$ cat src/inc/scs_regs.svh
// System clock selector register map, field positions, reset values and counts
// Operation
// Out of reset run from the fast RC at 12MHz; crystal pads stay GPIO.
// Software may change the oscillator input at any time without a reset.
// A two-bit select field chooses which of four sources feeds the oscillator input.
// Software waits for a new source to settle before switching to it.
// Crystal mode turns P6.0/P6.1 into crystal output/input and blocks their GPIO use.
// External clock mode takes the oscillator input from P6.0; P6.1 stays GPIO.
// Hardware sets the read-only crystal ready flag once the crystal is stable.
// Software polls crystal ready before switching the oscillator input to the crystal.
// Fast RC runs at 12MHz or 11.059MHz, chosen by the alternate frequency bit.
// In RC modes P6.0 can output master clock, master/2 or master/4.
// Slow RC of about 32KHz feeds the watchdog and may be the system source.
// Software sets the multiplier input divider for about 6MHz before enabling it.
// Multiplier gives x4, x5.33 or x8; master source field picks the output.
// System clock comes from the master clock through a three-bit select divider.
// Software keeps system and CPU clocks at or below 25MHz.
// Counter array gets a doubled master clock and a x16 multiplier clock.
// Software lowers the system divider before raising multiplier output.
// Divider codes 000 to 111 divide the master clock by 1 up to 128.
// Source codes: 00 fast RC, 01 crystal, 10 slow RC, 11 external pin.
// CPU clock equals system clock when the halve bit is clear, half when set.
// Master codes: 00 oscillator input, 01 x4, 10 x5.33, 11 x8; multiplier enabled.
// Source and divider changes never shorten a clock phase.
`ifndef SCS_REGS_SVH
`define SCS_REGS_SVH
`define SCS_ADDR_CTRL0 12'h000
`define SCS_ADDR_CTRL1 12'h004
`define SCS_ADDR_CTRL2 12'h008
`define SCS_ADDR_PINCTL 12'h00c
`define SCS_ADDR_STATUS 12'h010
`define SCS_CTRL0_RST 8'h10
`define SCS_CTRL1_RST 6'h0b
`define SCS_CTRL2_RST 8'h50
`define SCS_PINCTL_RST 2'h0
`define SCS_ALT_BIT 7
`define SCS_MULT_EN_BIT 6
`define SCS_MULIN_MSB 5
`define SCS_MULIN_LSB 4
`define SCS_CPU_HALF_BIT 3
`define SCS_SYSDIV_MSB 2
`define SCS_XTAL_READY_BIT 7
`define SCS_XTAL_EN_BIT 5
`define SCS_FRC_EN_BIT 4
`define SCS_MCLK_MSB 3
`define SCS_MCLK_LSB 2
`define SCS_OSC_MSB 1
`define SCS_XTAL_STARTUP 11'h400
`define SCS_RATIO_X2 9'h020
`define SCS_RATIO_X4 9'h040
`define SCS_RATIO_X533 9'h055
`define SCS_RATIO_X8 9'h080
`define SCS_RATIO_X16 9'h100
`define SCS_MULIN_LIM_D1 3'h0
`define SCS_MULIN_LIM_D2 3'h1
`define SCS_MULIN_LIM_D4 3'h3
`define SCS_MULIN_LIM_D6 3'h5
`endif

$ cat src/inc/scs_pkg.sv
// Types shared by the system clock selector modules
package scs_pkg;
    typedef enum logic [1:0] {
        SCS_OSC_FAST = 2'b00,
        SCS_OSC_XTAL = 2'b01,
        SCS_OSC_SLOW = 2'b10,
        SCS_OSC_EXT = 2'b11
    } scs_osc_sel_t;
    typedef enum logic [1:0] {
        SCS_MCLK_OSC = 2'b00,
        SCS_MCLK_X4 = 2'b01,
        SCS_MCLK_X533 = 2'b10,
        SCS_MCLK_X8 = 2'b11
    } scs_mclk_sel_t;
    typedef enum logic [1:0] {
        SCS_PIN_GPIO = 2'b00,
        SCS_PIN_MCLK = 2'b01,
        SCS_PIN_MCLK2 = 2'b10,
        SCS_PIN_MCLK4 = 2'b11
    } scs_pin_mode_t;
endpackage

$ cat src/inc/scs_nco_if.sv
// Link between the clock selector and its rate multiplier instances
`timescale 1ns/100ps
`default_nettype none
interface scs_nco_if;
    logic in_tick;
    logic [8:0] ratio;
    logic out_tick;
    modport src (output in_tick, output ratio, input out_tick);
    modport nco (input in_tick, input ratio, output out_tick);
endinterface
`default_nettype wire

$ cat src/hw/scs_nco.sv
// Rate multiplier: measures the input tick period and emits ticks at ratio/16 times the input tick rate
`timescale 1ns/100ps
`default_nettype none
module scs_nco (
    input wire logic pclk,
    input wire logic presetn,
    scs_nco_if.nco port_if
);
    logic [15:0] per_cnt_r;
    logic [15:0] per_r;
    logic [20:0] acc_r;
    logic out_r;
    logic [20:0] sum;
    logic [20:0] limit;

    assign limit = {1'b0, per_r, 4'h0};
    assign sum = acc_r + {12'h000, port_if.ratio};
    assign port_if.out_tick = out_r;

    // Period is re-measured on every input tick, so the output tracks a drifting source
    always_ff @(posedge pclk or negedge presetn) begin
        if (!presetn) begin
            per_cnt_r <= 16'h0000;
            per_r <= 16'h0000;
        end else if (port_if.in_tick) begin
            per_r <= per_cnt_r + 16'h0001;
            per_cnt_r <= 16'h0000;
        end else if (per_cnt_r != 16'hffff) begin
            per_cnt_r <= per_cnt_r + 16'h0001;
        end
    end

    // Until a period is known nothing comes out: no early runt ticks
    always_ff @(posedge pclk or negedge presetn) begin
        if (!presetn) begin
            acc_r <= 21'h000000;
            out_r <= 1'b0;
        end else if (per_r == 16'h0000) begin
            acc_r <= 21'h000000;
            out_r <= 1'b0;
        end else if (sum >= limit) begin
            acc_r <= sum - limit;
            out_r <= 1'b1;
        end else begin
            acc_r <= sum;
            out_r <= 1'b0;
        end
    end
endmodule
`default_nettype wire

$ cat src/hw/scs_top.sv
// System clock selector: source select, multiplier, dividers, crystal pads, APB registers
//
// Chosen here: register access over APB and the register addresses.
`timescale 1ns/100ps
`default_nettype none
`include "scs_regs.svh"
module scs_top (
    input wire logic pclk,
    input wire logic presetn,
    input wire logic psel,
    input wire logic penable,
    input wire logic pwrite,
    input wire logic [11:0] paddr,
    input wire logic [31:0] pwdata,
    output logic [31:0] prdata,
    output logic pready,
    output logic pslverr,
    input wire logic fast_rc_tick,
    input wire logic slow_rc_tick,
    input wire logic p60_in,
    output logic p60_out,
    output logic p60_oe,
    input wire logic p61_in,
    output logic p61_out,
    output logic p61_oe,
    input wire logic gpio_p60_out,
    input wire logic gpio_p60_oe,
    input wire logic gpio_p61_out,
    input wire logic gpio_p61_oe,
    output logic gpio_p60_in,
    output logic gpio_p61_in,
    output logic fast_rc_enable,
    output logic alt_frequency_select,
    output logic crystal_enable,
    output logic clock_multiplier_enable,
    output logic master_clock_tick,
    output logic system_clock_tick,
    output logic cpu_core_clock_tick,
    output logic doubled_master_clock_tick,
    output logic multiplier_x16_clock_tick,
    output logic watchdog_tick
);
    logic [7:0] ctrl0_r;
    logic [5:0] ctrl1_r;
    logic [7:0] ctrl2_r;
    logic [1:0] pinctl_r;
    logic [31:0] prdata_r;
    logic [10:0] xtal_cnt_r;
    logic crystal_ready_flag_r;
    logic p61_q_r;
    logic p60_q_r;
    scs_pkg::scs_osc_sel_t active_osc_r;
    scs_pkg::scs_mclk_sel_t active_mclk_r;
    logic osc_tick_r;
    logic [2:0] mulin_cnt_r;
    logic mulin_tick_r;
    logic mclk_tick_r;
    logic [6:0] div_cnt_r;
    logic [2:0] active_div_r;
    logic sys_tick_r;
    logic cpu_half_r;
    logic cpu_phase_r;
    logic cpu_tick_r;
    logic [1:0] pin_cnt_r;
    logic pin_level_r;
    logic wdog_tick_r;
    logic p60_out_r, p60_oe_r, p61_out_r, p61_oe_r;
    logic wr_en, setup, mapped;
    logic [3:0] src_tick;
    scs_pkg::scs_osc_sel_t req_osc;
    scs_pkg::scs_mclk_sel_t req_mclk;
    scs_pkg::scs_pin_mode_t pin_mode;
    logic osc_switch, mclk_switch;
    logic [2:0] mulin_lim;
    logic [6:0] div_lim;
    logic rc_mode, clk_out_on;

    scs_nco_if mult_if ();
    scs_nco_if x16_if ();
    scs_nco_if dbl_if ();

    scs_nco u_mult (.pclk(pclk), .presetn(presetn), .port_if(mult_if.nco));
    scs_nco u_x16 (.pclk(pclk), .presetn(presetn), .port_if(x16_if.nco));
    scs_nco u_dbl (.pclk(pclk), .presetn(presetn), .port_if(dbl_if.nco));

    // APB slave: zero wait states, read data latched in the setup cycle
    assign setup = psel && !penable;
    assign wr_en = psel && penable && pwrite;
    assign mapped = (paddr == `SCS_ADDR_CTRL0) || (paddr == `SCS_ADDR_CTRL1) || (paddr == `SCS_ADDR_CTRL2) ||
                    (paddr == `SCS_ADDR_PINCTL) || (paddr == `SCS_ADDR_STATUS);
    assign pready = 1'b1;
    assign pslverr = psel && penable && !mapped;
    assign prdata = prdata_r;

    always_ff @(posedge pclk or negedge presetn) begin
        if (!presetn) begin
            ctrl0_r <= `SCS_CTRL0_RST;
            ctrl1_r <= `SCS_CTRL1_RST;
            ctrl2_r <= `SCS_CTRL2_RST;
            pinctl_r <= `SCS_PINCTL_RST;
        end else if (wr_en) begin
            case (paddr)
                `SCS_ADDR_CTRL0: ctrl0_r <= pwdata[7:0];
                `SCS_ADDR_CTRL1: ctrl1_r <= pwdata[5:0];
                `SCS_ADDR_CTRL2: ctrl2_r <= pwdata[7:0];
                `SCS_ADDR_PINCTL: pinctl_r <= pwdata[1:0];
                default: ctrl0_r <= ctrl0_r;
            endcase
        end
    end

    always_ff @(posedge pclk or negedge presetn) begin
        if (!presetn) begin
            prdata_r <= 32'h00000000;
        end else if (setup) begin
            case (paddr)
                `SCS_ADDR_CTRL0: prdata_r <= {24'h000000, ctrl0_r};
                `SCS_ADDR_CTRL1: prdata_r <= {24'h000000, crystal_ready_flag_r, 1'b0, ctrl1_r};
                `SCS_ADDR_CTRL2: prdata_r <= {24'h000000, ctrl2_r};
                `SCS_ADDR_PINCTL: prdata_r <= {30'h00000000, pinctl_r};
                `SCS_ADDR_STATUS: prdata_r <= {24'h000000, cpu_half_r, active_div_r, active_mclk_r, active_osc_r};
                default: prdata_r <= 32'h00000000;
            endcase
        end
    end

    assign fast_rc_enable = ctrl2_r[`SCS_FRC_EN_BIT];
    assign alt_frequency_select = ctrl0_r[`SCS_ALT_BIT];
    assign crystal_enable = ctrl2_r[`SCS_XTAL_EN_BIT];
    assign clock_multiplier_enable = ctrl0_r[`SCS_MULT_EN_BIT];
    assign req_osc = scs_pkg::scs_osc_sel_t'(ctrl2_r[`SCS_OSC_MSB:0]);
    assign req_mclk = clock_multiplier_enable ? scs_pkg::scs_mclk_sel_t'(ctrl2_r[`SCS_MCLK_MSB:`SCS_MCLK_LSB])
                                              : scs_pkg::SCS_MCLK_OSC;
    assign pin_mode = scs_pkg::scs_pin_mode_t'(pinctl_r);

    // Crystal start-up: count crystal input edges while the amplifier runs
    always_ff @(posedge pclk or negedge presetn) begin
        if (!presetn) begin
            p61_q_r <= 1'b0;
            p60_q_r <= 1'b0;
        end else begin
            p61_q_r <= p61_in;
            p60_q_r <= p60_in;
        end
    end

    always_ff @(posedge pclk or negedge presetn) begin
        if (!presetn) begin
            xtal_cnt_r <= 11'h000;
            crystal_ready_flag_r <= 1'b0;
        end else if (!crystal_enable) begin
            xtal_cnt_r <= 11'h000;
            crystal_ready_flag_r <= 1'b0;
        end else if (p61_in && !p61_q_r && !crystal_ready_flag_r) begin
            xtal_cnt_r <= xtal_cnt_r + 11'h001;
            crystal_ready_flag_r <= (xtal_cnt_r == `SCS_XTAL_STARTUP - 11'h001);
        end
    end

    // One tick per source edge; index is the select code
    assign src_tick[scs_pkg::SCS_OSC_FAST] = fast_rc_tick && fast_rc_enable;
    assign src_tick[scs_pkg::SCS_OSC_XTAL] = p61_in && !p61_q_r && crystal_ready_flag_r;
    assign src_tick[scs_pkg::SCS_OSC_SLOW] = slow_rc_tick;
    assign src_tick[scs_pkg::SCS_OSC_EXT] = p60_in && !p60_q_r;

    // Hand over only on the new source's own edge; a source that never ticks keeps the old one
    assign osc_switch = (req_osc != active_osc_r) && src_tick[req_osc];

    always_ff @(posedge pclk or negedge presetn) begin
        if (!presetn) begin
            active_osc_r <= scs_pkg::SCS_OSC_FAST;
            osc_tick_r <= 1'b0;
        end else if (osc_switch) begin
            active_osc_r <= req_osc;
            osc_tick_r <= 1'b1;
        end else begin
            osc_tick_r <= src_tick[active_osc_r];
        end
    end

    // Multiplier input divider by 1, 2, 4 or 6
    always_comb begin
        case (ctrl0_r[`SCS_MULIN_MSB:`SCS_MULIN_LSB])
            2'b00: mulin_lim = `SCS_MULIN_LIM_D1;
            2'b01: mulin_lim = `SCS_MULIN_LIM_D2;
            2'b10: mulin_lim = `SCS_MULIN_LIM_D4;
            default: mulin_lim = `SCS_MULIN_LIM_D6;
        endcase
    end

    always_ff @(posedge pclk or negedge presetn) begin
        if (!presetn) begin
            mulin_cnt_r <= 3'h0;
            mulin_tick_r <= 1'b0;
        end else if (osc_tick_r) begin
            mulin_tick_r <= (mulin_cnt_r >= mulin_lim);
            mulin_cnt_r <= (mulin_cnt_r >= mulin_lim) ? 3'h0 : mulin_cnt_r + 3'h1;
        end else begin
            mulin_tick_r <= 1'b0;
        end
    end

    assign mult_if.in_tick = mulin_tick_r && clock_multiplier_enable;
    assign x16_if.in_tick = mulin_tick_r && clock_multiplier_enable;
    assign x16_if.ratio = `SCS_RATIO_X16;
    always_comb begin
        case (req_mclk)
            scs_pkg::SCS_MCLK_X4: mult_if.ratio = `SCS_RATIO_X4;
            scs_pkg::SCS_MCLK_X533: mult_if.ratio = `SCS_RATIO_X533;
            default: mult_if.ratio = `SCS_RATIO_X8;
        endcase
    end

    // Master clock follows the same edge-aligned hand-over as the oscillator input
    assign mclk_switch = (req_mclk != active_mclk_r) &&
                         ((req_mclk == scs_pkg::SCS_MCLK_OSC) ? osc_tick_r : mult_if.out_tick);

    always_ff @(posedge pclk or negedge presetn) begin
        if (!presetn) begin
            active_mclk_r <= scs_pkg::SCS_MCLK_OSC;
            mclk_tick_r <= 1'b0;
        end else if (mclk_switch) begin
            active_mclk_r <= req_mclk;
            mclk_tick_r <= 1'b1;
        end else begin
            mclk_tick_r <= (active_mclk_r == scs_pkg::SCS_MCLK_OSC) ? osc_tick_r : mult_if.out_tick;
        end
    end

    assign dbl_if.in_tick = mclk_tick_r;
    assign dbl_if.ratio = `SCS_RATIO_X2;

    // System divider: a new ratio takes effect only at the end of a full period
    assign div_lim = 7'(({1'b0, 7'h01} << active_div_r) - 8'h01);

    always_ff @(posedge pclk or negedge presetn) begin
        if (!presetn) begin
            div_cnt_r <= 7'h00;
            active_div_r <= 3'h0;
            sys_tick_r <= 1'b0;
        end else if (mclk_tick_r) begin
            if (div_cnt_r >= div_lim) begin
                div_cnt_r <= 7'h00;
                sys_tick_r <= 1'b1;
                active_div_r <= ctrl0_r[`SCS_SYSDIV_MSB:0];
            end else begin
                div_cnt_r <= div_cnt_r + 7'h01;
                sys_tick_r <= 1'b0;
            end
        end else begin
            sys_tick_r <= 1'b0;
        end
    end

    always_ff @(posedge pclk or negedge presetn) begin
        if (!presetn) begin
            cpu_half_r <= 1'b0;
            cpu_phase_r <= 1'b0;
            cpu_tick_r <= 1'b0;
        end else if (sys_tick_r) begin
            cpu_tick_r <= !cpu_half_r || cpu_phase_r;
            if (!cpu_half_r || cpu_phase_r) begin
                cpu_half_r <= ctrl0_r[`SCS_CPU_HALF_BIT];
                cpu_phase_r <= 1'b0;
            end else begin
                cpu_phase_r <= 1'b1;
            end
        end else begin
            cpu_tick_r <= 1'b0;
        end
    end

    // Master clock out on P6.0; the x1 mode is a tick pulse since the master clock exists only as an enable
    assign rc_mode = (active_osc_r == scs_pkg::SCS_OSC_FAST) || (active_osc_r == scs_pkg::SCS_OSC_SLOW);
    assign clk_out_on = rc_mode && !crystal_enable && (req_osc != scs_pkg::SCS_OSC_EXT) &&
                        (pin_mode != scs_pkg::SCS_PIN_GPIO);

    always_ff @(posedge pclk or negedge presetn) begin
        if (!presetn) begin
            pin_cnt_r <= 2'h0;
            pin_level_r <= 1'b0;
        end else begin
            if (mclk_tick_r) begin
                pin_cnt_r <= pin_cnt_r + 2'h1;
            end
            case (pin_mode)
                scs_pkg::SCS_PIN_MCLK: pin_level_r <= mclk_tick_r;
                scs_pkg::SCS_PIN_MCLK2: pin_level_r <= pin_cnt_r[0];
                scs_pkg::SCS_PIN_MCLK4: pin_level_r <= pin_cnt_r[1];
                default: pin_level_r <= 1'b0;
            endcase
        end
    end

    // Pad ownership; crystal mode inverts the input onto the output like the amplifier
    always_ff @(posedge pclk or negedge presetn) begin
        if (!presetn) begin
            p60_out_r <= 1'b0;
            p60_oe_r <= 1'b0;
            p61_out_r <= 1'b0;
            p61_oe_r <= 1'b0;
        end else if (crystal_enable) begin
            p60_out_r <= !p61_in;
            p60_oe_r <= 1'b1;
            p61_out_r <= 1'b0;
            p61_oe_r <= 1'b0;
        end else begin
            p61_out_r <= gpio_p61_out;
            p61_oe_r <= gpio_p61_oe;
            if (req_osc == scs_pkg::SCS_OSC_EXT || active_osc_r == scs_pkg::SCS_OSC_EXT) begin
                p60_out_r <= 1'b0;
                p60_oe_r <= 1'b0;
            end else if (clk_out_on) begin
                p60_out_r <= pin_level_r;
                p60_oe_r <= 1'b1;
            end else begin
                p60_out_r <= gpio_p60_out;
                p60_oe_r <= gpio_p60_oe;
            end
        end
    end

    always_ff @(posedge pclk or negedge presetn) begin
        if (!presetn) begin
            wdog_tick_r <= 1'b0;
        end else begin
            wdog_tick_r <= slow_rc_tick;
        end
    end

    assign p60_out = p60_out_r;
    assign p60_oe = p60_oe_r;
    assign p61_out = p61_out_r;
    assign p61_oe = p61_oe_r;
    assign gpio_p60_in = crystal_enable ? 1'b0 : p60_in;
    assign gpio_p61_in = crystal_enable ? 1'b0 : p61_in;
    assign master_clock_tick = mclk_tick_r;
    assign system_clock_tick = sys_tick_r;
    assign cpu_core_clock_tick = cpu_tick_r;
    assign doubled_master_clock_tick = dbl_if.out_tick;
    assign multiplier_x16_clock_tick = x16_if.out_tick;
    assign watchdog_tick = wdog_tick_r;
endmodule
`default_nettype wire

$ cat config.mk
export PLATFORM = sky130hd
export DESIGN_NAME = scs_top
export DESIGN_NICKNAME = d
export VERILOG_FILES = /design/src/inc/scs_pkg.sv /design/src/inc/scs_nco_if.sv /design/src/hw/scs_nco.sv /design/src/hw/scs_top.sv
export VERILOG_INCLUDE_DIRS = /design/src /design/src/inc
export SDC_FILE = /design/constraint.sdc
export NUM_CORES = 1
export LEC_CHECK = 0
export BUFFER_PORTS_ARGS = -buffer_cell sky130_fd_sc_hd__buf_2
export CELL_PAD_IN_SITES_DETAIL_PLACEMENT = 0
export CELL_PAD_IN_SITES_GLOBAL_PLACEMENT = 1
export CORE_MARGIN = 3
export CORE_UTILIZATION = 51
export DETAILED_ROUTE_END_ITERATION = 7
export PLACE_DENSITY_LB_ADDON = 0.05
export SLEW_MARGIN = 20
export SYNTH_ARGS = -nofsm -noshare
export SYNTH_HDL_FRONTEND = slang
export SYNTH_SLANG_ARGS = --single-unit
export TNS_END_PERCENT = 100
$ cat constraint.sdc
create_clock -name pclk -period 10.6 [get_ports pclk]
set_input_delay 2.65 -clock pclk [delete_from_list [all_inputs] [get_ports pclk]]
set_output_delay 2.65 -clock pclk [all_outputs]
set_load 0.02 [all_outputs]
# After elaboration in Yosys (flattened, before gate mapping)
# Cells that the tools add are included.
[word_totals]
elab_cells = 184
regBits = 264
out_inout_bits = 50
in_bits = 57
[op_classes]
magnitude_cmp = 7
n_addsub = 14
reduce_logical = 48
shift = 1
mux = 52
n_eq_ne = 22
[op_table]
columns = ["operator", "n"]
rows = [
  ["$mux W21", 6],
  ["$mux W16", 6],
  ["$ge A21 B20 Y1", 3],
  ["$sub A21 B20 Y21", 3],
  ["$add A16 B1 Y16 const B", 3],
  ["$logic_not A16 Y1", 3],
  ["$ne A16 B16 Y1 const B", 3],
  ["$pmux W8 S5", 1],
  ["$mux W1", 29],
  ["$eq A12 B4 Y1 const B", 2],
  ["$mux W11", 2],
  ["$add A21 B6 Y21 const B", 1],
  ["$add A21 B8 Y21", 1],
  ["$add A21 B9 Y21 const B", 1],
  ["$pmux W8 S2", 1],
  ["$logic_and A1 B1 Y1", 15],
  ["$eq A2 B2 Y1 const B", 7],
  ["$eq A12 B3 Y1 const B", 1],
  ["$eq A12 B5 Y1 const B", 1],
  ["$logic_not A12 Y1", 1],
  ["$reduce_and A2 Y1", 6],
  ["$add A11 B1 Y11 const B", 1],
  ["$eq A11 B10 Y1 const B", 1],
  ["$pmux W3 S3", 1],
  ["21 further kinds", 45],
]

# Depth between registers and ports, before layout
# Gate-level depths: netlist of the first run.
[depth]
word_depth = 8
depth_mapped = 21
depth_no_buf = 19

# Hierarchy
# Synthesis of the first run repeated with hierarchy kept, for this count alone.
[hier_totals]
cells_unflattened = 1670
area_unflattened_um2 = 15637.5
[by_module_without_submodules]
columns = ["mod", "n_inst", "seq_area_each_um2", "cells_each", "area_each_um2"]
rows = [
  ["scs_nco at u_mult ...", 2, 1351.3, 424, 3803.6],
  ["scs_top", 1, 1959.4, 399, 4189.0],
  ["scs_nco at u_dbl", 1, 1351.3, 423, 3841.2],
]

# Worst setup path before layout of the first run
# No wires, ideal clock.
[synth_timing]
path_kind = "input -> output"
from = "in paddr[7]"
to = "out pslverr"
path_buffers = 0
cell_stages = 4
setup_slack_ns = 4.059
arrival_time_ns = 3.891
t_required_ns = 7.950
path_cell_list = "nor4_1 nand3_1 nor4b_2 nor3_1"
[synth_between]
elab_chain_cells = 7
elab_cells_between_ends = 11
cone_classes = "eq/ne: 4; reduce/logical: 7"
[synth_rtl]
columns = ["element", "line", "source"]
rows = [
  ["start: declaration", "scs_top.sv:13", "input wire logic [11:0] paddr,"],
  ["$eq A12 B3 Y1 or $logic_not A12 Y1 (tied branches)", "n/a", ""],
  ["$logic_or A1 B1 Y1 (3 in series)", "scs_top.sv:89", "assign mapped = (paddr == `SCS_ADDR_CTRL0) || (paddr == `SCS_ADDR_CTRL1) || (paddr == `SCS_ADDR_CTRL2) ||"],
  ["$logic_or A1 B1 Y1 *", "scs_top.sv:89", ""],
  ["$logic_not A1 Y1 *", "scs_top.sv:92", "assign pslverr = psel && penable && !mapped;"],
  ["$logic_and A1 B1 Y1 *", "scs_top.sv:92", ""],
  ["end: declaration", "scs_top.sv:17", "output logic pslverr,"],
]
# Every way passes the cells marked *; elsewhere a longest branch is shown, timed or not.

# Final worst setup path of the first run
# Ends and elaborated chain as after synthesis.

==> results.yml, run 1 <==
yosys:
  ys_ff_latch: 232
  synth-edff-count: 0
  syn_area_um2: 13700
  avgSynthCellArea_um2: 9.43
  synthArstFlopShare: 1.00
  synth_seq_area_share: 0.425
  ys.flop_type: "dfrtp_1"
  synthCells: 1449
  synth_cell_type_count: 77
  ys_warn_count: 0
detailed_routing:
  drtIter0Drc: 491
  wl_per_cell_um: 15.7
  firstDrtPassIters: 5
  num_vias: 10200
  drc: 0
  avgViaCountPerCell: 5.52
  routed_wl_um: 29100
  drtAntennaViolNets: 0
clock_network:
  cts_tree: "built"
  cts_resized: 0
  root_buffer: "clkbuf_16"
  cts_made_buffers: 27
  clk_pin_slew_ps: 60
  h-tree-depth: 1
  cts_num_sinks: 232
  clk_latency_ps: 540
  clk_path_buf_depth: 3
  cts.repair_timing.setup_buffer_count: 0
  postCtsHoldBufs: 0
cells_and_area:
  final_nets: 1626
  fin_cells: 1852
  final_common_cell: "dfrtp_1"
  syn_to_final_growth_pct: 10.5
  final_cell_mix: "225 x dfrtp_1, 121 x nor2_1, 120 x nand2_1"
  drive_gt1_frac: 0.109
  num_antenna_cells: 0
timing:
  clock_skew_ps: 9.50
  worst_pin_slew_ps: 1060
  setup_viol: 0
  post-route-period-util: 0.669
  min_period_ps: 7090
  fin_setup_tns_ps: 0
  max_freq_ghz: 0.141
  rsz0062_at_grt: "false"
  slew_headroom: 0.295
  drv_slew: 0
  finalHoldViolations: 0
grt:
  grt_max_degree: 97
  grt_usage: 0.206
  grt_pass1_vias: 10100
  grt_pass1_wl_um: 50400
  grt_overflow: 0
  antenna_found_initial: 0
floorplan:
  start_util: 0.522
  dieHeight_um: 170
  io_pins: 107
  rows: 59
  fp.coreArea_um2: 26200
  die-area_um2: 28800
  fp.dieW_um: 170
power:
  power.total_mw: 2.63
  vdd_ir_drop_max_mv: 0.121
  power.leakage_nw: 6.87
  powerDensity_nw_per_um2: 174
place:
  gp_congestion: 0.822
  numPortBuffers: 57
  hpwl_um: 20700
  dp.cells: 1802
setup_path:
  worstPathArrival_ps: 4440
  crit_type: "primary input to output port"
  worstPathMaxFanout: 10
  worst_setup_path_start_kind: "primary input"
  critPathCaptureType: "output port"
  cp.required_ps: 7950
run:
  maxCapViolCount: 0
status:
  status: "completed"
min_path:
  hp-class: "flop to flop"
## registers in the layout, indices dropped and copies added, names as in the netlist, 2 cells and up
| register | count |
|---|---|
| u_dbl.per_r | 16 |
| div_cnt_r | 7 |
| ctrl1_r | 6 |
| mulin_cnt_r | 3 |
| u_dbl.acc_r | 17 |
| xtal_cnt_r | 11 |
| u_mult.per_r | 16 |
| u_x16.acc_r | 17 |
| u_x16.per_cnt_r | 16 |
| pin_cnt_r | 2 |
| ctrl0_r | 8 |
| u_mult.acc_r | 21 |
| active_osc_r | 2 |
| u_x16.per_r | 16 |
| pin_mode | 2 |
| ctrl2_r | 8 |
| prdata | 8 |
| active_div_r | 3 |
| active_mclk_r | 2 |
| u_dbl.per_cnt_r | 16 |
| u_mult.per_cnt_r | 16 |
## cell usage after synthesis (15+ instances only)
library cell	instances	area, um2
nand4_1	27	169
o21ai_0	115	576
a21oi_1	70	350
buf_4	25	188
a31oi_1	15	93.8
mux2i_1	37	370
nor2_1	121	454
inv_1	83	312
nor2b_1	25	156
xnor2_1	82	718
clkbuf_1	38	143
ha_1	70	876
and2_1	18	113
dfrtp_1	226	5660
and3_1	25	156
nand2_1	121	454
nor4_1	16	100
nand3_1	57	285
mux2_2	33	372
xor2_1	52	455
## through the flow
stage / util / hold WS [ps] / setup WS (ps) / cell area, um2
5_1_grt: 0.577 / 512 / 3410 / 15100
6_report: 0.577 / 480 / 3510 / 15100
4_1_cts: 0.577 / 485 / 3520 / 15100
3_3_place_gp: 0.540 / 459 / 3440 / 14200
2_1_floorplan: - / 440 / 4060 / 13800
3_5_place_dp: 0.540 / 472 / 3520 / 14200
## metal layers
metal / vias to the layer above / routed length (um) / track usage
met1: 4913 / 14300 / 0.298
met5: - / 0 / 0
met3: 44 / 800 / 0.0273
met4: 0 / 601 / 0.0455
met2: 121 / 13400 / 0.334
li1: 5143 / - / -
## kinds of logic after synthesis
family	count (synthesis)	synth area share
other cells	2	0.000549
xor+xnor	135	0.0870
compound gates	307	0.138
buf+inv	152	0.0500
simple gates	478	0.176
fa+ha+maj	73	0.0685
flops	232	0.425
mux	70	0.0543
## power breakdown
part           leakage (nW)  switching [mW]  internal, mW
clock network         0.471           0.371         0.614
registers              3.13          0.0431         0.943
logic                  3.27           0.378         0.278
total                  6.87           0.792          1.83
## final timing paths
kind	from	to	slack, ps	depth (start not counted)
setup / recovery	paddr[7]	pslverr	3510	6
hold / removal	prdata[6]	prdata[6]	480	2
setup reg to reg	ctrl0_r[6]	u_mult.acc_r[14]	5470	19
hold reg to reg	prdata[6]	prdata[6]	480	2
max in group asynchronous	presetn	master_clock_tick	6910	2
min in group asynchronous	presetn	u_dbl.acc_r[11]	2120	1
## cell type report
type	instances	area, um2
Fill cell	2360	11100
Timing Repair Buffer	64	348
Tap cell	335	419
Inverter	83	312
Clock inverter	10	158
Sequential cell	232	5810
Multi-Input combinational cell	1088	7260
Clock buffer	40	795
## critical path, stage by stage
cell     delay [ps]
buf_2           100
nor4_1          250
nand3_1         200
nor4b_2         940
nor3_1           90
buf_2           210
(Power assumes the default switching activity.)
==> run 2: changes to the inputs <==
--- a/config.mk
+++ b/config.mk
@@ -10,7 +10,7 @@
 export CELL_PAD_IN_SITES_DETAIL_PLACEMENT = 0
 export CELL_PAD_IN_SITES_GLOBAL_PLACEMENT = 1
 export CORE_MARGIN = 3
-export CORE_UTILIZATION = 51
+export CORE_UTILIZATION = 43
 export DETAILED_ROUTE_END_ITERATION = 7
 export PLACE_DENSITY_LB_ADDON = 0.05
 export SLEW_MARGIN = 20
==> constraint.sdc (replaced) <==
create_clock -name pclk -period 5.9 [get_ports pclk]
set_input_delay 1.475 -clock pclk [delete_from_list [all_inputs] [get_ports pclk]]
set_output_delay 1.475 -clock pclk [all_outputs]
set_load 0.02 [all_outputs]
==> results.yml, run 2 (synthesis results as in run 1) <==
setup_path:
  critPathMaxStageDelay_ps: 510
  worstPathMaxFanout: 19
  critPathCaptureType: "flop"
  cp.required_ps: 6290
  crit_type: "flop to flop"
  crit_top_cell: "a21oi_1"
  cp_slowest_cell: "dfrtp_1"
  worstPathArrival_ps: 5300
  worst_setup_path_start_kind: "flop"
  path_cells: "nand2_1 -> nor2_1 -> and2_1 -> ha_1 -> nand3_1 -> a21boi_1 -> o21bai_1 -> a21oi_1 -> nand4_1 -> xnor2_1 -> ha_1 -> a21oi_1 -> o211ai_1 -> a21oi_1 -> o31ai_1 -> and2_1 -> nor3b_2 -> buf_4 -> mux2i_1 -> nor2_1"
  r2r_slack_ps: 990
clock_network:
  h-tree-depth: 1
  postCtsHoldBufs: 0
  cts.repair_timing.setup_buffer_count: 0
  cts_made_buffers: 28
  root_buffer: "clkbuf_16"
  cts_num_sinks: 232
  cts_tree: "built"
  cts_resized: 0
  clk_pin_slew_ps: 60
  clk_latency_ps: 550
  clk_path_buf_depth: 3
timing:
  slew_headroom: 0.334
  rsz0062_at_grt: "false"
  drv_slew: 0
  setup_viol: 0
  clock_skew_ps: 19.7
  min_period_ps: 4910
  post-route-period-util: 0.833
  worst_pin_slew_ps: 999
  finalHoldWorstSlack_ps: 476
  fin_setup_tns_ps: 0
  finalHoldViolations: 0
  fin_ws_ps: 986
  max_freq_ghz: 0.203
floorplan:
  rows: 64
  fp.coreArea_um2: 31000
  fp.dieW_um: 184
  dieHeight_um: 184
  die-area_um2: 34000
  start_util: 0.441
  io_pins: 107
detailed_routing:
  drc: 0
  firstDrtPassIters: 5
  avgViaCountPerCell: 5.25
  drtAntennaViolNets: 0
  drtIter0Drc: 476
  num_vias: 10000
  routed_wl_um: 29500
  wl_per_cell_um: 15.4
cells_and_area:
  num_antenna_cells: 0
  final_cell_mix: "225 x dfrtp_1, 121 x nor2_1, 120 x nand2_1"
  largest_reg_flops: 21
  final_common_cell: "dfrtp_1"
  fin_cells: 1914
  syn_to_final_growth_pct: 11.3
  drive_gt1_frac: 0.110
  final_nets: 1628
  reg_top3: "u_mult.acc_r x21, u_dbl.acc_r x17, u_x16.acc_r x17"
  max_flop_register: "u_mult.acc_r"
grt:
  grt_most_used_layer: "met2"
  antenna_found_initial: 0
  grt_usage: 0.180
  grt_overflow: 0
  gr-usage-met1: 0.254
  use_met3: 0.0229
  grt_pass1_wl_um: 51600
  grt_max_degree: 122
  use_met2: 0.302
  grt_pass1_vias: 10200
status:
  status: "completed"
place:
  numPortBuffers: 57
  hpwl_um: 21200
  place_worst_setup_slack_ps: 976
  gp_congestion: 0.799
  dp.cells: 1864
run:
  maxCapViolCount: 0
power:
  power.total_mw: 4.72
  vdd_ir_drop_max_mv: 0.220
  power.leakage_nw: 6.89
  powerDensity_nw_per_um2: 310
min_path:
  hp-class: "flop to flop"
==> run 2: cell count changes in the layout (fill, tap and decap cells not counted), sizes merged <==
cell	before	now
clkinv	5	8
clkbuf	40	38
buf	64	65
inv	84	83
==> run 2: final timing paths <==
check,endpoint,cells past startpoint,from
setup / recovery,u_mult.acc_r[12],20,ctrl0_r[6]
hold reg to reg,pin_cnt_r[1],1,pin_cnt_r[1]
setup reg to reg,u_mult.acc_r[12],20,ctrl0_r[6]
min in group asynchronous,u_dbl.acc_r[8],1,presetn
max in group asynchronous,master_clock_tick,2,presetn
hold / removal,pin_cnt_r[1],1,pin_cnt_r[1]
==> run 2: power by group <==
| part | switching [mW] | internal, mW |
|---|---|---|
| Combinational | 0.671 | 0.498 |
| Clock | 0.676 | 1.11 |
| Sequential | 0.0787 | 1.69 |
==> run 2: per-layer routing <==
metal  part of all wire  wire length (um)  vias to the layer above
li1                   -                 -                     5142
met4              0.015               450                        0
met5                  0                 0                        -
met1               0.49             14400                     4768
met3              0.027               803                       30
met2               0.47             13900                      105
==> run 2: stage by stage <==
step                utilization  instance area, um2
finish                    0.491               15200
global route              0.491               15200
CTS                       0.491               15200
detailed placement        0.460               14300
global placement          0.460               14300
floorplan                     -               13800
==> run 2: final cells by class <==
| class | count | area (um2) |
|---|---|---|
| repair buffers | 65 | 368 |
| inverters | 83 | 312 |
| well taps | 396 | 495 |
| clock inverters | 12 | 175 |
| fillers | 2956 | 15800 |
| flip-flops and latches | 232 | 5810 |
| multi-input cells | 1088 | 7260 |
| clock buffers | 38 | 788 |
==> run 2: worst max-delay path: cells and delay by family (launching register included) <==
family / cells / cell delay (ps)
AOI/OAI and AO/OA: 7 / 1440
xor gates and xnor gates: 1 / 250
adders and majority gates: 2 / 610
buffers and inverters: 1 / 330
DFF: 1 / 510
muxes: 1 / 240
and+or+nand+nor: 8 / 1370
==> run 3: changes to the inputs <==
==> constraint.sdc (replaced) <==
create_clock -name pclk -period 4.27 [get_ports pclk]
set_input_delay 1.0675 -clock pclk [delete_from_list [all_inputs] [get_ports pclk]]
set_output_delay 1.0675 -clock pclk [all_outputs]
set_load 0.02 [all_outputs]
==> results.yml, run 3 (synthesis results as in run 1) <==
setup_path:
  crit_cells: 20
  path_cells: "nand2_2 -> ha_4 -> inv_2 -> ha_4 -> nand3_4 -> o31ai_4 -> nor2b_1 -> buf_4 -> buf_4 -> xor2_4 -> ha_4 -> a211o_1 -> and4b_2 -> o31ai_4 -> and2_4 -> nor3b_4 -> buf_6 -> clkbuf_16 -> mux2i_1 -> nor2_1"
  crit_type: "flop to flop"
  worstPathArrival_ps: 4520
  rr_startpoint: "ctrl0_r[6]"
  r2r_slack_ps: 110
  crit_top_cell: "ha_4"
  cp.required_ps: 4630
  r2r-end: "u_mult.acc_r[11]"
  crit_family: "simple AND/OR/NAND/NOR gates"
  reg2reg_depth: 20
  worst_setup_path_start_kind: "flop"
  crit_buf_inv: 5
  critPathMaxStageDelay_ps: 390
  worstPathMaxFanout: 5
  startpoint: "ctrl0_r[6]"
  cp_slowest_cell: "dfrtp_1"
  critPathCaptureType: "flop"
  endpoint: "u_mult.acc_r[11]"
detailed_routing:
  drc: 0
  firstDrtPassIters: 6
  drtAntennaViolNets: 0
  avgViaCountPerCell: 5.24
  num_vias: 10400
  wl_per_cell_um: 15.7
  drtIter0Drc: 600
  routed_wl_um: 31100
status:
  status: "completed"
min_path:
  hp-class: "flop to flop"
timing:
  finalHoldViolations: 0
  max_freq_ghz: 0.240
  finalHoldWorstSlack_ps: 467
  setup_viol: 0
  drv_slew: 0
  rsz0062_at_grt: "true"
  post-route-period-util: 0.975
  min_period_ps: 4160
  clock_skew_ps: 13.7
  worst_pin_slew_ps: 998
  slew_headroom: 0.334
  fin_ws_ps: 107
clock_network:
  cts_made_buffers: 27
  clk_pin_slew_ps: 60
  postCtsHoldBufs: 0
  clk_latency_ps: 530
  cts_tree: "built"
  root_buffer: "clkbuf_16"
  cts_num_sinks: 232
  h-tree-depth: 1
  clk_path_buf_depth: 3
cells_and_area:
  drive_gt1_frac: 0.181
  syn_to_final_growth_pct: 18.2
  final_common_cell: "dfrtp_1"
  largest_reg_flops: 21
  fin_cells: 1985
  final_cell_mix: "225 x dfrtp_1, 118 x nor2_1, 114 x nand2_1, 114 x o21ai_0, 82 x inv_1"
  max_flop_register: "u_mult.acc_r"
  num_antenna_cells: 0
  reg_top3: "u_mult.acc_r x21, u_dbl.acc_r x17, u_x16.acc_r x17"
  final_nets: 1700
floorplan:
  io_pins: 107
  fp.coreArea_um2: 31000
  fp.dieW_um: 184
  dieHeight_um: 184
  rows: 64
  start_util: 0.441
  die-area_um2: 34000
power:
  power_switching_mw: 1.96
  seq_power_share: 0.389
  intPower_mw: 4.34
  power.leakage_nw: 7.32
  combinationalPowerShare: 0.259
  clockPowerShare: 0.353
  vdd_ir_drop_max_mv: 0.273
  netSwitchingFraction: 0.311
  powerDensity_nw_per_um2: 390
  power.total_mw: 6.30
grt:
  grt_max_degree: 90
  grt_pass1_wl_um: 52100
  antenna_found_initial: 0
  grt_pass1_vias: 10300
  use_met2: 0.300
  grt_most_used_layer: "met2"
  grt_usage: 0.183
  gr-usage-met1: 0.260
  grt_overflow: 0
  use_met3: 0.0247
place:
  place_worst_setup_slack_ps: -57.2
  dp.cells: 1908
  numPortBuffers: 57
  hpwl_um: 21700
  gp_congestion: 0.812
run:
  maxCapViolCount: 0
-- run 3: cell count changes in the layout (fill, tap and decap cells not counted), sizes merged --
cell,delta
buf,+72
bufinv,-3
clkbuf,+4
clkinv,-5
clkinvlp,+3
-- run 3: routing by layer --
| metal | vias up | wire length, um |
|---|---|---|
| li1 | 5306 | - |
| met1 | 4945 | 15000 |
| met2 | 103 | 14700 |
| met3 | 41 | 778 |
| met4 | 0 | 567 |
| met5 | - | 0 |
-- run 3: layout make-up --
cell class                      instances  area [um2]
Inverter                               83         312
Tap cell                              396         495
Clock buffer                           41         778
Multi-Input combinational cell       1088        7680
Sequential cell                       232        5810
Clock inverter                          7        67.6
Timing Repair Buffer                  138        1010
Fill cell                            2887       14800
-- run 3: worst min-delay path by stage --
stage	startpoint	end	slack (ps)	cells after the start
2_1_floorplan	pin_cnt_r[1]	pin_cnt_r[1]	440	1
3_3_place_gp	prdata[0]	prdata[0]	460	2
3_5_place_dp	pin_cnt_r[1]	pin_cnt_r[1]	460	1
4_1_cts	pin_cnt_r[1]	pin_cnt_r[1]	470	1
5_1_grt	pin_cnt_r[1]	pin_cnt_r[1]	490	1
6_report	pin_cnt_r[1]	pin_cnt_r[1]	470	1
-- run 3: through the flow --
stage | area (um2) | TNS [ps] | utilization
2_1_floorplan | 13800 | 0 | -
3_3_place_gp | 14600 | -27.5 | 0.471
3_5_place_dp | 14600 | -436 | 0.471
4_1_cts | 15600 | 0 | 0.505
5_1_grt | 16200 | -1980 | 0.521
6_report | 16200 | 0 | 0.521
-- run 3: power by group through the flow --
| stage | Sequential, mW | Clock (mW) | Combinational (mW) |
|---|---|---|---|
| after global routing | 2.47 | 2.38 | 1.86 |
| final | 2.45 | 2.22 | 1.63 |
| after detailed placement | 2.49 | 0 | 1.63 |
| after CTS | 2.45 | 2.29 | 1.64 |
| after floorplan | 2.47 | 0 | 1.30 |
| after global placement | 2.48 | 0 | 1.62 |
-- run 3: repair_timing --
| item | 4_1_cts | 5_1_grt |
|---|---|---|
| buffers inserted | 4 | 23 |
| endpoints found under the setup margin | 16 | 17 |
| pin swaps | 5 | 38 |
| gates resized for setup | 22 | 54 |
| gates cloned | 1 | 1 |
-- run 3: worst register-to-register path: stages (launching register included) --
cell and delay [ps]:
dfrtp_1 390, nand2_2 120, ha_4 290, inv_2 40, ha_4 290, nand3_4 100, o31ai_4 210, nor2b_1 160
buf_4 150, buf_4 130, xor2_4 180, ha_4 230, a211o_1 340, and4b_2 340, o31ai_4 80, and2_4 160
nor3b_4 240, buf_6 150, clkbuf_16 150, mux2i_1 200, nor2_1 70
